===== src/inc/gpmc_regs.vh =====
// Purpose: constants for the gauge power-mode control block
// Assumes: 125 MHz clock, 8 ns period
// Notes: times in their own unit, cycle counts derived
// Function
// After power-up the block starts in the active state.
// Active state keeps measurement and estimation running continuously.
// Sleep halts measurement and estimation; stored values are kept.
// Two sleep conditions, each with its own enable bit.
// Disconnect sleep: enable set and data line low for the timeout.
// Disconnect sleep ends when the data line goes high.
// Undervoltage sleep: enable, cell below threshold, line quiet for timeout.
// Undervoltage sleep ends when line activity resumes.
// Master pulls line high, then resets, to wake from disconnect sleep.
// Undervoltage sleep from high line accepts reset at once.
// No presence pulse on first rising edge after a low-line sleep.
// System disables both sleep options on chargers ignoring the line.
// Speed-select high picks overdrive timing, low picks standard timing.
// All multidrop devices run at the same bus speed.
// Bus rates are 16 kbps standard and 140 kbps overdrive.
// Divider enable rises before conversion, falls when cycle ends.
// Programmable pin is input or open-drain; input rise enables display.
// Fixed 64-bit identity: family code, serial number, CRC.
// Sixteen bytes of user nonvolatile memory for the host.
// Quiet counter restarts on every data line level change.
`ifndef GPMC_REGS_VH
`define GPMC_REGS_VH
`define GPMC_CLK_MHZ 125
`define GPMC_SLEEP_MS 2000
// Sized to the counter: 2000 ms at 125 cycles per microsecond
`define GPMC_SLEEP_CYC 28'd250000000
`define GPMC_CNT_W 28
`define GPMC_STD_KBPS 16
`define GPMC_OVD_KBPS 140
// Clock cycles per bit: 125000 / 16 and 125000 / 140, truncated
`define GPMC_STD_BIT_CYC 16'd7812
`define GPMC_OVD_BIT_CYC 16'd892
`define GPMC_BIT_W 16
`define GPMC_PIN_N 4
`define GPMC_SYNC_N 3
`define GPMC_SYNC_RST 3'h0
`define GPMC_PIN_DQ 0
`define GPMC_PIN_SPD 1
`define GPMC_PIN_UV 2
`define GPMC_PIN_PIO 3
`define GPMC_ID_W 64
`define GPMC_USER_BYTES 16
`define GPMC_USER_AW 4
`endif


===== src/design/gpmc_top.v =====
// Purpose: power-mode and pin control of a cell fuel gauge
// Assumes: single clock; pins synchronised here
// Notes: measurement datapath lives outside; this block gates it
`timescale 1ns/1ps
`include "gpmc_regs.vh"
module gpmc_top #(
  parameter [`GPMC_CNT_W-1:0] SLEEP_CYC = `GPMC_SLEEP_CYC,
  parameter [`GPMC_ID_W-1:0] ID_CODE = 64'h0123_4567_89ab_cd01 // Arbitrary value
) (
  input wire clk_in,
  input wire rst_b_in,
  input wire data_line_in,
  input wire disconnect_sleep_enable_in,
  input wire undervoltage_sleep_enable_in,
  input wire cell_below_threshold_in,
  input wire speed_select_input_in,
  input wire conv_request_in,
  input wire conv_done_in,
  input wire pio_out_mode_in,
  input wire pio_drive_low_in,
  input wire pio_in,
  input wire presence_req_in,
  input wire user_we_in,
  input wire [`GPMC_USER_AW-1:0] user_addr_in,
  input wire [7:0] user_wdata_in,
  output reg active_out,
  output reg measure_enable_out,
  output reg conv_start_out,
  output reg divider_enable_output_out,
  output reg overdrive_out,
  output reg [`GPMC_BIT_W-1:0] bit_period_out,
  output reg display_enable_out,
  output reg pio_oe_out,
  output reg pio_o_out,
  output reg presence_allow_out,
  output reg [`GPMC_ID_W-1:0] id_out,
  output reg [7:0] user_rdata_out
);
  localparam [2:0] ST_ACTIVE = 3'b001;
  localparam [2:0] ST_DSLEEP = 3'b010;
  localparam [2:0] ST_USLEEP = 3'b100;
  localparam [`GPMC_BIT_W-1:0] BIT_STD = `GPMC_STD_BIT_CYC;
  localparam [`GPMC_BIT_W-1:0] BIT_OVD = `GPMC_OVD_BIT_CYC;

  reg rst_s1_r;
  reg rst_s2_r;
  wire rst_b;

  wire [`GPMC_PIN_N-1:0] pin_raw;
  wire [`GPMC_PIN_N-1:0] pin_lvl;
  wire [`GPMC_PIN_N-1:0] pin_rise;
  wire [`GPMC_PIN_N-1:0] pin_fall;
  wire dq_lvl;
  wire dq_chg;
  wire spd_lvl;
  wire uv_lvl;
  wire pio_chg;

  wire go_disc;
  wire go_uv;
  wire sleep_entry;
  wire conv_take;
  wire presence_ok;

  reg [2:0] state_r;
  reg [2:0] state_nxt;
  reg [`GPMC_CNT_W-1:0] quiet_r;
  reg quiet_done_r;
  reg usleep_high_r;
  reg skip_edge_r;
  reg conv_busy_r;
  reg conv_pend_r;
  reg [7:0] user_mem_r [0:`GPMC_USER_BYTES-1];

  // Agreement of two late stages filters single-sample glitches
  function stable_hi;
    input [2:0] s;
    begin
      stable_hi = s[1] & s[2];
    end
  endfunction

  function stable_lo;
    input [2:0] s;
    begin
      stable_lo = ~s[1] & ~s[2];
    end
  endfunction

  function is_active;
    input [2:0] st;
    begin
      is_active = (st == ST_ACTIVE);
    end
  endfunction

  function [`GPMC_BIT_W-1:0] bit_cycles;
    input fast;
    begin
      bit_cycles = fast ? BIT_OVD : BIT_STD;
    end
  endfunction

  always @(posedge clk_in or negedge rst_b_in) begin
    if (!rst_b_in)
      rst_s1_r <= 1'b0;
    else
      rst_s1_r <= 1'b1;
  end

  always @(posedge clk_in or negedge rst_b_in) begin
    if (!rst_b_in)
      rst_s2_r <= 1'b0;
    else
      rst_s2_r <= rst_s1_r;
  end
  assign rst_b = rst_s2_r;

  // Three stages per pin; a level is taken once the two late stages agree
  assign pin_raw = {pio_in, cell_below_threshold_in, speed_select_input_in, data_line_in};

  genvar g;
  generate
    for (g = 0; g < `GPMC_PIN_N; g = g + 1) begin : g_pin
      reg [`GPMC_SYNC_N-1:0] stage_r;
      reg level_r;
      always @(posedge clk_in or negedge rst_b) begin
        if (!rst_b) begin
          stage_r <= `GPMC_SYNC_RST;
          level_r <= 1'b0;
        end else begin
          stage_r <= {stage_r[`GPMC_SYNC_N-2:0], pin_raw[g]};
          if (stable_hi(stage_r) | stable_lo(stage_r))
            level_r <= stage_r[`GPMC_SYNC_N-1];
        end
      end
      assign pin_lvl[g] = level_r;
      assign pin_rise[g] = stable_hi(stage_r) & ~level_r;
      assign pin_fall[g] = stable_lo(stage_r) & level_r;
    end
  endgenerate

  assign dq_lvl = pin_lvl[`GPMC_PIN_DQ];
  assign dq_chg = pin_rise[`GPMC_PIN_DQ] | pin_fall[`GPMC_PIN_DQ];
  assign spd_lvl = pin_lvl[`GPMC_PIN_SPD];
  assign uv_lvl = pin_lvl[`GPMC_PIN_UV];
  assign pio_chg = pin_rise[`GPMC_PIN_PIO];

  assign go_disc = disconnect_sleep_enable_in & quiet_done_r & ~dq_lvl & ~dq_chg;
  assign go_uv = undervoltage_sleep_enable_in & uv_lvl & quiet_done_r & ~dq_chg;
  assign sleep_entry = is_active(state_r) & ~is_active(state_nxt);
  assign conv_take = ~conv_busy_r & conv_request_in & is_active(state_r);
  assign presence_ok = ~(skip_edge_r & ~usleep_high_r);

  // Quiet timer; any level change restarts it
  always @(posedge clk_in or negedge rst_b) begin
    if (!rst_b)
      quiet_r <= {`GPMC_CNT_W{1'b0}};
    else if (dq_chg)
      quiet_r <= {`GPMC_CNT_W{1'b0}};
    else if (quiet_r < SLEEP_CYC - 1'b1)
      quiet_r <= quiet_r + 1'b1;
  end

  always @(posedge clk_in or negedge rst_b) begin
    if (!rst_b)
      quiet_done_r <= 1'b0;
    else
      quiet_done_r <= ~dq_chg & (quiet_r >= SLEEP_CYC - 1'b1);
  end

  always @* begin
    state_nxt = state_r;
    case (state_r)
      ST_ACTIVE: begin
        // Both enables clear keeps the block awake forever
        if (go_disc)
          state_nxt = ST_DSLEEP;
        else if (go_uv)
          state_nxt = ST_USLEEP;
      end
      ST_DSLEEP: begin
        if (dq_chg & ~dq_lvl)
          state_nxt = ST_ACTIVE;
      end
      ST_USLEEP: begin
        if (dq_chg)
          state_nxt = ST_ACTIVE;
      end
      default: state_nxt = ST_ACTIVE;
    endcase
  end

  always @(posedge clk_in or negedge rst_b) begin
    if (!rst_b)
      state_r <= ST_ACTIVE;
    else
      state_r <= state_nxt;
  end

  // Line level at sleep entry decides whether the wake edge is swallowed
  always @(posedge clk_in or negedge rst_b) begin
    if (!rst_b)
      usleep_high_r <= 1'b0;
    else if (sleep_entry)
      usleep_high_r <= dq_lvl;
  end

  always @(posedge clk_in or negedge rst_b) begin
    if (!rst_b)
      skip_edge_r <= 1'b0;
    else if (sleep_entry)
      skip_edge_r <= ~dq_lvl;
    else if (is_active(state_r) && presence_req_in)
      skip_edge_r <= 1'b0;
  end

  // Divider goes up a cycle ahead of the start so the input settles
  always @(posedge clk_in or negedge rst_b) begin
    if (!rst_b) begin
      conv_busy_r <= 1'b0;
      divider_enable_output_out <= 1'b0;
    end else if (conv_take) begin
      conv_busy_r <= 1'b1;
      divider_enable_output_out <= 1'b1;
    end else if (conv_pend_r && !is_active(state_nxt)) begin
      conv_busy_r <= 1'b0;
      divider_enable_output_out <= 1'b0;
    end else if (conv_busy_r && !conv_pend_r && conv_done_in) begin
      conv_busy_r <= 1'b0;
      divider_enable_output_out <= 1'b0;
    end
  end

  always @(posedge clk_in or negedge rst_b) begin
    if (!rst_b)
      conv_pend_r <= 1'b0;
    else
      conv_pend_r <= conv_take;
  end

  // A start that meets sleep entry is dropped, and the divider with it
  always @(posedge clk_in or negedge rst_b) begin
    if (!rst_b)
      conv_start_out <= 1'b0;
    else
      conv_start_out <= conv_pend_r & is_active(state_nxt);
  end

  always @(posedge clk_in) begin
    if (user_we_in)
      user_mem_r[user_addr_in] <= user_wdata_in;
  end

  // Every output leaves from a flip-flop
  always @(posedge clk_in or negedge rst_b) begin
    if (!rst_b) begin
      active_out <= 1'b1;
    end else begin
      active_out <= is_active(state_nxt);
    end
  end

  // Register contents live outside and simply stop updating
  always @(posedge clk_in or negedge rst_b) begin
    if (!rst_b) begin
      measure_enable_out <= 1'b0;
    end else begin
      measure_enable_out <= is_active(state_nxt);
    end
  end

  always @(posedge clk_in or negedge rst_b) begin
    if (!rst_b) begin
      overdrive_out <= 1'b0;
    end else begin
      overdrive_out <= spd_lvl;
    end
  end

  always @(posedge clk_in or negedge rst_b) begin
    if (!rst_b) begin
      bit_period_out <= {`GPMC_BIT_W{1'b0}};
    end else begin
      bit_period_out <= bit_cycles(spd_lvl);
    end
  end

  always @(posedge clk_in or negedge rst_b) begin
    if (!rst_b) begin
      display_enable_out <= 1'b0;
    end else begin
      display_enable_out <= ~pio_out_mode_in & pio_chg;
    end
  end

  always @(posedge clk_in or negedge rst_b) begin
    if (!rst_b) begin
      pio_oe_out <= 1'b0;
    end else begin
      pio_oe_out <= pio_out_mode_in & pio_drive_low_in;
    end
  end

  // Open drain: the pin is only ever pulled low
  always @(posedge clk_in or negedge rst_b) begin
    if (!rst_b) begin
      pio_o_out <= 1'b0;
    end else begin
      pio_o_out <= 1'b0;
    end
  end

  always @(posedge clk_in or negedge rst_b) begin
    if (!rst_b) begin
      presence_allow_out <= 1'b0;
    end else begin
      presence_allow_out <= is_active(state_r) & presence_req_in & presence_ok;
    end
  end

  always @(posedge clk_in or negedge rst_b) begin
    if (!rst_b) begin
      id_out <= {`GPMC_ID_W{1'b0}};
    end else begin
      id_out <= ID_CODE;
    end
  end

  // Read data trails the address by one cycle
  always @(posedge clk_in or negedge rst_b) begin
    if (!rst_b) begin
      user_rdata_out <= 8'h00;
    end else begin
      user_rdata_out <= user_mem_r[user_addr_in];
    end
  end
endmodule


===== config.mk =====
export PLATFORM = sky130hd
export DESIGN_NAME = gpmc_top
export DESIGN_NICKNAME = d
export VERILOG_FILES = /design/src/design/gpmc_top.v
export VERILOG_INCLUDE_DIRS = /design/src /design/src/inc
export SDC_FILE = /design/constraint.sdc
export NUM_CORES = 1
export LEC_CHECK = 0
export BUFFER_PORTS_ARGS = -buffer_cell sky130_fd_sc_hd__buf_2
export CORE_ASPECT_RATIO = 1.25
export CORE_MARGIN = 3
export CORE_UTILIZATION = 45
export DETAILED_ROUTE_END_ITERATION = 10
export GPL_TIMING_DRIVEN = 0
export PLACE_DENSITY = 0.75
export SETUP_SLACK_MARGIN = 0.15
export SYNTH_ARGS = -nofsm -noshare
export SYNTH_HDL_FRONTEND = slang
export SYNTH_SLANG_ARGS = --single-unit

===== constraint.sdc =====
create_clock -name clk_in -period 5.8 [get_ports clk_in]
set_clock_uncertainty 0.15 [all_clocks]
set_input_delay 1.16 -clock clk_in [delete_from_list [all_inputs] [get_ports clk_in]]
set_output_delay 1.16 -clock clk_in [all_outputs]
set_load 0.01 [all_outputs]

==> flow_metrics.py, run 1 <==
metrics = {
    "status": {
        "outcome": "finished clean",
    },
    "worst_setup_path": {
        "path_cells": "buf_2, buf_1, or3b_2, nor3_1",
        "startpoint_type": "input pin",
        "critPathTopFamily": "simple AND/OR/NAND/NOR gates",
        "worstSetupPathType": "in2reg",
        "cp.arrival_ns": 3.23,
        "r2r_cells": 6,
        "r2r_slack_ns": 3.36,
        "cpMaxStageDelayCell": "nor3_1",
        "worstPathRequired_ns": 5.68,
        "crit_path_end_kind": "flip-flop",
        "slowest_delay_ns": 1.03,
        "worstPathBufferInverterCount": 2,
        "cp.depth": 4,
        "cp_max_fo": 10,
    },
    "grt": {
        "grt_pass1_vias": 4799,
        "antenna_found_initial": 0,
        "grt_overflow_total": 0,
        "grt_pass1_wl_mm": 25.69,
        "gr-usage-all-layers_pct": 16.30,
        "grt_max_degree": 70,
    },
    "synthesis": {
        "synthArstFlopShare_pct": 35.68,
        "synth_area_leaders": "edfxtp_1 45%, dfrtp_1 20%, mux4_2 11%",
        "synth-seq-cells": 199,
        "yosys.area_share.simple_pct": 6.849,
        "syn_area_mm2": 0.008458,
        "synth_most_common_cell": "edfxtp_1",
        "synthCells": 545,
        "synth-edff-count": 128,
        "synth_top_area_cell": "edfxtp_1",
        "synthTopCellsByCount": "128 x edfxtp_1, 79 x buf_4, 69 x dfrtp_1",
        "synth_warnings": 0,
        "synth_ff_type": "edfxtp_1",
        "yosys.area.top_type_share_pct": 45.44,
        "synth_compound_gate_area_share_pct": 4.157,
        "synthXorXnorAreaFrac_pct": 1.864,
        "synthMuxAreaShare_pct": 11.04,
        "seq_area_frac_synth_pct": 66.48,
        "synth_top_family_by_area": "multiplexers",
        "synth-adder-area-share_pct": 1.124,
        "postSynthAreaPerCell_um2": 15.52,
        "synth_cell_types": 48,
    },
    "place": {
        "dp.cells": 893,
        "portBuffers": 76,
        "gp_congestion": 0.8753,
        "hpwl_mm": 11.21,
        "dp_slack_ns": 2.006,
    },
    "power_and_ir_drop": {
        "internal-power_uw": 2335,
        "pwr-share-clk_pct": 37.8,
        "p_leak_uw": 0.003912,
        "pwr-share-seq_pct": 53.4,
        "swShare_pct": 22.77,
        "powerDensity_mw_per_mm2": 306.0,
        "ir_drop_v": 0.0001970,
        "pwr-share-comb_pct": 8.8,
        "p_total_uw": 3023,
        "switchingPower_uw": 688.4,
    },
    "sta": {
        "rsz0062_at_grt": "false",
        "worstMarginPinSlew_ns": 1.338,
        "hold_slack_ns": 0.1976,
        "setup_ws_ns": 2.448,
        "drv_slew": 0,
        "setup_violations": 0,
        "max_freq_ghz": 0.2983,
        "hold_viol": 0,
        "max_slew_margin_pct": 10.13,
        "fin_crit_ns": 3.352,
        "tns_ns": 0,
        "fin_crit_sh_pct": 57.79,
    },
    "layout": {
        "layout-drive-gt1-share_pct": 34.96,
        "diodes": 0,
        "nets": 717,
        "fin_cells": 926,
        "areaGrowthSynthToFinish_pct": 16.82,
    },
    "drt": {
        "first_pass_iters": 7,
        "routed_via_density": 5.167,
        "wire_per_inst_um": 17.57,
        "detail-route-antenna-nets": 0,
        "drc": 0,
        "vias": 4785,
        "drt-total-wl_mm": 16.27,
        "drtIter0Drc": 377,
    },
    "floorplanning": {
        "die-width_um": 128.6,
        "die_area_mm2": 0.02049,
        "rows": 55,
        "core_mm2": 0.01831,
        "initial_utilization_pct": 46.21,
        "die_y_um": 159.3,
        "io_pins": 123,
    },
    "min_path": {
        "hold_path_class": "reg2reg",
        "hold_depth": 0,
    },
    "clock_tree": {
        "cts_setup_buffers": 0,
        "post_cts_resized": 0,
        "clk_pin_slew_ns": 0.07,
        "clockRootBuffer": "clkbuf_16",
        "numClockSinks": 199,
        "hold_buffers": 0,
        "cts_tree": "yes",
        "numCtsBuffers": 17,
        "clkLatencyLatePin_ns": 0.42,
        "clock_path_buffers": 2,
        "htree_levels": 4,
    },
    "run": {
        "maxCapViolations": 0,
    },
}
cells by family after synthesis:
group,after synthesis
buffers and inverters,107
muxes,43
and+or+nand+nor,115
DFF,199
adders and majority gates,8
xor gates and xnor gates,18
AOI/OAI and AO/OA,53
other,2
sequential cells by signal, summed over array words and instances, names as in the netlist, 3 cells and up:
name            cells
g_pin.stage_r      12
user_rdata_out      8
state_r             3
user_mem_r        128
g_pin.level_r       3
bit_period_out      3
quiet_r            28
layout by cell type, fill, tap and decap left out, drive strengths merged, types with 4 or more instances in the layout:
cell,count
buf,163
and2,4
xor2,16
o2111ai,5
nor2,43
and4,5
a21oi,10
nand2,18
nand3,9
ha,6
inv,13
mux4,40
clkinv,4
edfxtp,128
nand2b,6
dfrtp,69
conb,46
clkbuf,31
o31ai,4
and3,5
o211ai,8
o21ai,19
nor3,7
power by group through the flow:
stage                     logic [uW]  clock network [uW]  registers (uW)
after floorplan                  173                   0            1640
final                            266                1140            1610
after CTS                        266                1160            1610
after global routing             293                1230            1620
after detailed placement         265                   0            1640
after global placement           257                   0            1640
layout make-up:
cell class	instances	area [um^2]
Inverter	8	30.03
Buffer	99	680.7
Clock inverter	14	146.4
Tap cell	228	285.3
Sequential cell	199	5627
Timing Repair Buffer	77	387.9
Clock buffer	18	429.2
Fill cell	1477	8424
Multi-Input combinational cell	283	2295
per-layer routing:
layer / GRT usage [%] / routed length (um) / vias to the layer above
li1: - / - / 2194
met1: 19.62 / 6184 / 2348
met2: 28.97 / 8700 / 220
met3: 4.060 / 1180 / 23
met4: 4.489 / 206 / 0
met5: 0 / 0 / -
metrics by stage:
| step | instance area [um^2] | utilization (%) |
|---|---|---|
| after floorplan | 8623 | - |
| after global placement | 9289 | 50.75 |
| after detailed placement | 9293 | 50.77 |
| after CTS | 9868 | 53.91 |
| after global routing | 9881 | 53.98 |
| final | 9881 | 53.98 |
path summary, 6_finish.rpt:
path / to / start
max: user_mem_r[0][7] / user_addr_in[2]
min: g_pin[1].stage_r[1] / g_pin[1].stage_r[0]
min in group asynchronous: pio_oe_out / rst_b
min reg2reg: g_pin[1].stage_r[1] / g_pin[1].stage_r[0]
max in group asynchronous: quiet_r[17] / rst_b
max reg2reg: quiet_r[26] / quiet_r[3]
Note: power is estimated with default switching activity, not from simulation.
==> run 2, diff against run 1 <==
==> constraint.sdc (replaced) <==
create_clock -name clk_in -period 3.49 [get_ports clk_in]
set_clock_uncertainty 0.15 [all_clocks]
set_input_delay 0.698 -clock clk_in [delete_from_list [all_inputs] [get_ports clk_in]]
set_output_delay 0.698 -clock clk_in [all_outputs]
set_load 0.01 [all_outputs]
==> run 2 against run 1 <==
Against the previous run: die area unchanged; register-to-register slack worse by 2.3 ns; sequential cell count unchanged; highest routed layer unchanged; first-iteration DRC count up 0.80%; critical endpoint unchanged; hold slack about the same; global-route usage about the same; final area up 0.10%; critical path type unchanged; worst setup slack worse by 1.8 ns; non-clock buffer count up 1.
==> flow_metrics.py, run 2 (synthesis gave the netlist of run 1 again) <==
metrics = {
    "sta": {
        "setup_violations": 0,
        "max_slew_margin_pct": 10.67,
        "drv_slew": 0,
        "max_freq_ghz": 0.3466,
        "fin_crit_ns": 2.885,
        "rsz0062_at_grt": "false",
        "fin_crit_sh_pct": 82.67,
        "worstMarginPinSlew_ns": 1.330,
        "hold_viol": 0,
        "tns_ns": 0,
    },
    "drt": {
        "drt-total-wl_mm": 16.31,
        "vias": 4764,
        "first_pass_iters": 6,
        "routed_via_density": 5.139,
        "drtIter0Drc": 380,
        "wire_per_inst_um": 17.59,
        "drc": 0,
        "detail-route-antenna-nets": 0,
    },
    "power_and_ir_drop": {
        "ir_drop_v": 0.0003267,
        "p_leak_uw": 0.003917,
        "p_total_uw": 5025,
        "powerDensity_mw_per_mm2": 508.1,
    },
    "layout": {
        "layout-drive-gt1-share_pct": 34.91,
        "nets": 718,
        "areaGrowthSynthToFinish_pct": 16.94,
        "largest_reg_flops": 128,
        "final_cell_mix": "128 x edfxtp_1, 80 x buf_2, 79 x buf_4",
        "mostFrequentLayoutCell": "edfxtp_1",
        "diodes": 0,
        "top_regs": "user_mem_r: 128 flops, quiet_r: 28 flops, g_pin.stage_r: 12 flops",
        "largest-register": "user_mem_r",
    },
    "floorplanning": {
        "rows": 55,
        "core_mm2": 0.01831,
        "die-width_um": 128.6,
        "die_y_um": 159.3,
        "io_pins": 123,
        "die_area_mm2": 0.02049,
        "initial_utilization_pct": 46.21,
    },
    "worst_setup_path": {
        "rr_startpoint": "quiet_r[3]",
        "crit_path_end_kind": "flip-flop",
        "worstSetupPathType": "in2reg",
        "worstPathRequired_ns": 3.37,
        "r2r_slack_ns": 1.04,
        "r2r_cells": 6,
        "worst_r2r_endpoint": "quiet_r[26]",
        "startpoint_type": "input pin",
        "cp_max_fo": 10,
        "cp.arrival_ns": 2.76,
    },
    "run": {
        "maxCapViolations": 0,
    },
    "clock_tree": {
        "clkLatencyLatePin_ns": 0.42,
        "clock_path_buffers": 2,
        "cts_setup_buffers": 0,
        "numCtsBuffers": 17,
        "clockRootBuffer": "clkbuf_16",
        "clk_pin_slew_ns": 0.07,
        "htree_levels": 4,
        "cts_tree": "yes",
        "numClockSinks": 199,
    },
    "grt": {
        "grt_overflow_total": 0,
        "antenna_found_initial": 0,
        "grt_pass1_vias": 4806,
        "grt_pass1_wl_mm": 25.72,
        "gr-usage-all-layers_pct": 16.31,
        "grt_max_degree": 70,
    },
    "min_path": {
        "hp-start": "g_pin[1].stage_r[0]",
        "hold_depth": 0,
        "hold_path_class": "reg2reg",
        "hold_end": "g_pin[1].stage_r[1]",
    },
    "place": {
        "hpwl_mm": 11.21,
        "portBuffers": 76,
        "gp_congestion": 0.8753,
    },
    "status": {
        "outcome": "finished clean",
    },
}
[run 2: stage by stage]
stage	hold slack [ns]	area, um^2	cells	worst slack, ns	util, %
after floorplan	0.1812	8623	589	0.8587	-
after global placement	0.1850	9289	893	0.2013	50.75
after detailed placement	0.1847	9293	893	0.1577	50.77
after CTS	0.2006	9878	926	0.5661	53.96
after global routing	0.2110	9891	927	0.4016	54.03
final	0.1976	9891	927	0.6049	54.03
[run 2: worst max-delay path by stage]
stage	startpoint	to	slack, ns	cells after the start
global route	user_addr_in[2]	user_mem_r[12][2]	0.40	4
global placement	user_addr_in[2]	user_mem_r[0][2]	0.20	4
finish	user_addr_in[2]	user_mem_r[0][7]	0.60	4
floorplan	user_addr_in[2]	user_mem_r[0][0]	0.86	3
detailed placement	user_addr_in[2]	user_mem_r[0][3]	0.16	4
CTS	user_addr_in[2]	user_mem_r[0][7]	0.57	4
[run 2: layer usage]
| layer | track usage, % | part of all wire, % | up-vias |
|---|---|---|---|
| met2 | 29.02 | 53 | 216 |
| li1 | - | - | 2190 |
| met4 | 4.489 | 1.2 | 0 |
| met3 | 4.060 | 7.4 | 20 |
| met1 | 19.62 | 38 | 2338 |
| met5 | 0 | 0 | - |
[run 2: report_power, final]
group / switching [uW] / total (uW) / internal, uW
Sequential: 75.1 / 2680 / 2610
Clock: 838 / 1900 / 1060
Combinational: 231 / 443 / 212
Total: 1140 / 5030 / 3880
[run 2: worst max-delay path, stage by stage]
cell and delay, ns:
buf_2 0.13, buf_1 0.30, or3b_2 0.60, nor3_1 1.03
[run 2: cell type report]
type	count	area (um^2)
timing repair buffer	78	397.9
tap	228	285.3
buffer	99	680.7
clock buffer	18	429.2
clock inverter	14	146.4
sequential	199	5627
fill	1475	8414
multi-input combinational	283	2295
inverter	8	30.03
[run 2: what timing repair did]
item	in CTS	in global routing
endpoints found under the setup margin	0	0
endpoints found under the hold margin	2	0
hold buffers	1	0
gates resized for setup	0	0
==> run 3, diff against run 2 <==
--- a/config.mk
+++ b/config.mk
@@ -6,13 +6,14 @@
 export SDC_FILE = /design/constraint.sdc
 export NUM_CORES = 1
 export LEC_CHECK = 0
+export ABC_AREA = 1
 export BUFFER_PORTS_ARGS = -buffer_cell sky130_fd_sc_hd__buf_2
 export CORE_ASPECT_RATIO = 1.25
 export CORE_MARGIN = 3
 export CORE_UTILIZATION = 45
 export DETAILED_ROUTE_END_ITERATION = 10
 export GPL_TIMING_DRIVEN = 0
-export PLACE_DENSITY = 0.75
+export PLACE_DENSITY = 0.77
 export SETUP_SLACK_MARGIN = 0.15
 export SYNTH_ARGS = -nofsm -noshare
 export SYNTH_HDL_FRONTEND = slang
==> constraint.sdc (replaced) <==
create_clock -name clk_in -period 2.6 [get_ports clk_in]
set_clock_uncertainty 0.15 [all_clocks]
set_input_delay 0.52 -clock clk_in [delete_from_list [all_inputs] [get_ports clk_in]]
set_output_delay 0.52 -clock clk_in [all_outputs]
set_load 0.01 [all_outputs]
==> run 3 against run 2 <==
Against the previous run: first-iteration DRC count increased by 44%; global-route usage increased by 2.1 points; combinational power increased by 43%; die area increased by 5.7%; highest routed layer unchanged.
==> flow_metrics.py, run 3 <==
metrics = {
    "worst_setup_path": {
        "r2r_slack_ns": 0.33,
        "worst_r2r_endpoint": "quiet_r[6]",
        "r2r_cells": 11,
        "critPathTopFamily": "simple AND/OR/NAND/NOR gates",
        "startpoint_type": "input pin",
        "path_cells": "buf_2, inv_1, nor2_1, buf_2, nand2_1, nor2_1",
        "worstPathRequired_ns": 2.52,
        "rr_startpoint": "quiet_r[0]",
        "worstSetupPathType": "in2reg",
        "slowest_delay_ns": 0.65,
        "crit_path_end_kind": "flip-flop",
        "cp.arrival_ns": 2.25,
        "cp_max_fo": 10,
        "worstPathBufferInverterCount": 3,
        "cpMaxStageDelayCell": "nor2_1",
    },
    "clock_tree": {
        "numClockSinks": 199,
        "clk_pin_slew_ns": 0.07,
        "clockRootBuffer": "clkbuf_16",
        "numCtsBuffers": 17,
        "cts_tree": "yes",
        "htree_levels": 4,
        "clock_path_buffers": 2,
        "cts_setup_buffers": 0,
        "clkLatencyLatePin_ns": 0.44,
    },
    "place": {
        "gp_congestion": 0.9756,
        "dp.cells": 1234,
        "portBuffers": 78,
        "placed_cell_area_mm2": 0.009854,
        "hpwl_mm": 13.88,
        "dp_slack_ns": -0.4214,
    },
    "layout": {
        "fin_cells": 1267,
        "largest_reg_flops": 128,
        "multi_input_area_mm2": 0.002630,
        "seqCellArea_mm2": 0.005627,
        "final_cell_mix": "220 x nand2_1, 128 x edfxtp_1, 91 x nor2_1",
        "top_regs": "user_mem_r: 128 flops, quiet_r: 28 flops, g_pin.stage_r: 12 flops",
        "stdcell_area_mm2": 0.01048,
        "nets": 1021,
        "mostFrequentLayoutCell": "nand2_1",
        "layout-drive-gt1-share_pct": 22.36,
        "largest-register": "user_mem_r",
        "diodes": 0,
        "fill_cells": 1673,
        "areaGrowthSynthToFinish_pct": 16.95,
    },
    "drt": {
        "top_layer": "met4",
        "met1_length_mm": 7.493,
        "dr_wl_met2_mm": 10.26,
        "drc": 0,
        "drtIter0Drc": 549,
        "routed_via_density": 5.013,
        "vias": 6351,
        "dr_wl_met3_mm": 1.171,
        "wire_per_inst_um": 15.56,
        "drt-total-wl_mm": 19.72,
        "first_pass_iters": 5,
        "detail-route-antenna-nets": 0,
    },
    "power_and_ir_drop": {
        "powerDensity_mw_per_mm2": 657.3,
        "pwr-share-clk_pct": 38.6,
        "swShare_pct": 26.43,
        "p_total_uw": 6890,
        "switchingPower_uw": 1821,
        "p_leak_uw": 0.004520,
        "internal-power_uw": 5069,
        "ir_drop_v": 0.0005098,
        "pwr-share-seq_pct": 52.2,
        "pwr-share-comb_pct": 9.2,
    },
    "grt": {
        "grt_pass1_vias": 6109,
        "grt_overflow_total": 0,
        "grt_max_degree": 70,
        "gr-usage-all-layers_pct": 18.38,
        "antenna_found_initial": 0,
        "grt_pass1_wl_mm": 30.96,
    },
    "min_path": {
        "hold_path_class": "in2reg",
        "hold_depth": 1,
        "hp-start": "speed_select_input_in",
        "hold_end": "g_pin[1].stage_r[0]",
    },
    "floorplanning": {
        "io_pins": 123,
        "die_area_mm2": 0.02166,
        "die-width_um": 132.2,
        "rows": 57,
        "core_mm2": 0.01947,
        "die_y_um": 163.8,
        "initial_utilization_pct": 46.04,
    },
    "synthesis": {
        "syn_area_mm2": 0.008964,
        "postSynthAreaPerCell_um2": 10.58,
        "synth-seq-cells": 199,
        "synth_ff_type": "edfxtp_1",
        "synth-edff-count": 128,
        "synth_top_area_cell": "edfxtp_1",
        "seq_area_frac_synth_pct": 62.73,
        "synth_area_leaders": "edfxtp_1 43%, dfrtp_1 19%, nand2_1 9.2%",
        "synthArstFlopShare_pct": 35.68,
        "synth_warnings": 0,
        "yosys.area.top_type_share_pct": 42.88,
        "synth_most_common_cell": "nand2_1",
        "synthCells": 847,
        "synthTopCellsByCount": "220 x nand2_1, 128 x edfxtp_1, 94 x nor2_1",
        "synth_cell_types": 37,
    },
    "sta": {
        "hold_viol": 0,
        "max_freq_ghz": 0.4287,
        "max_slew_margin_pct": 42.12,
        "fin_crit_sh_pct": 89.71,
        "rsz0062_at_grt": "true",
        "setup_violations": 0,
        "fin_crit_ns": 2.333,
        "worstMarginPinSlew_ns": 0.8682,
        "tns_ns": 0,
        "setup_ws_ns": 0.2674,
        "drv_slew": 0,
    },
    "run": {
        "maxCapViolations": 0,
    },
    "status": {
        "outcome": "finished clean",
    },
}
==> run 3: power by group through the flow <==
stage	clock [uW]	combinational (uW)	sequential (uW)
6_report	2660	633	3600
5_1_grt	2820	696	3620
4_1_cts	2680	631	3600
3_5_place_dp	0	627	3670
3_3_place_gp	0	613	3660
2_1_floorplan	0	394	3660
==> run 3: metrics by stage <==
stage	utilization, %	hold slack, ns
after global placement	50.59	0.1560
final	53.84	0.04527
after global routing	53.84	0.03223
after detailed placement	50.61	0.1570
after CTS	53.82	0.02627
after floorplan	-	0.07441
==> run 3: layout make-up <==
type,instances,share of cell area [%]
buffer,102,6.827
inverter,45,1.611
clock inverter,15,1.755
tap,265,3.163
clock buffer,17,4.058
multi-input combinational,545,25.09
sequential,199,53.68
timing repair buffer,79,3.820
==> run 3: cells by family (layout without fill, tap and decap cells) <==
group                    Yosys count  after routing  synth area share [%]
multiplexers                       1              1                0.1256
AO/OA/AOI/OAI                     75             75                 6.128
other                              2             46               0.08378
XOR/XNOR                           9              9                0.8794
adder cells (fa/ha/maj)            8              8                 1.061
buffers and inverters            147            258                 9.855
flip-flops                       199            199                 62.73
AND/OR/NAND/NOR                  406            406                 19.14
==> run 3: worst max-delay path by stage <==
stage | to | slack, ns | start | depth (start not counted)
2_1_floorplan | bit_period_out[11] | 0.33 | rst_b | 0
3_3_place_gp | g_pin[1].stage_r[0] | -0.45 | rst_b | 0
3_5_place_dp | user_mem_r[0][7] | -0.42 | user_addr_in[0] | 5
4_1_cts | user_mem_r[12][7] | 0.09 | user_addr_in[0] | 5
5_1_grt | user_mem_r[6][3] | 0.13 | user_addr_in[1] | 6
6_report | user_mem_r[9][5] | 0.27 | user_addr_in[0] | 6
==> run 3: worst register-to-register path, stage by stage, from the launching register on <==
cell and delay (ns):
dfrtp_1 0.51, ha_1 0.35, inv_2 0.08, nor2_4 0.23, nand4_1 0.13, nand2_1 0.09
nand2_2 0.08, nand2_4 0.13, nand2_4 0.11, buf_6 0.17, nand2_1 0.08, nand2_1 0.05
==> run 3: per-layer routing <==
layer	GRT usage (%)	vias to the layer above
li1	-	3034
met1	20.95	2986
met2	33.38	275
met3	3.033	56
met4	9.452	0
met5	0	-
==> run 3: timing repair <==
action                     CTS  global route
hold endpoints to repair     2             0
setup endpoints to repair   32            40
gates resized for setup      2             3
hold buffers                 1             0
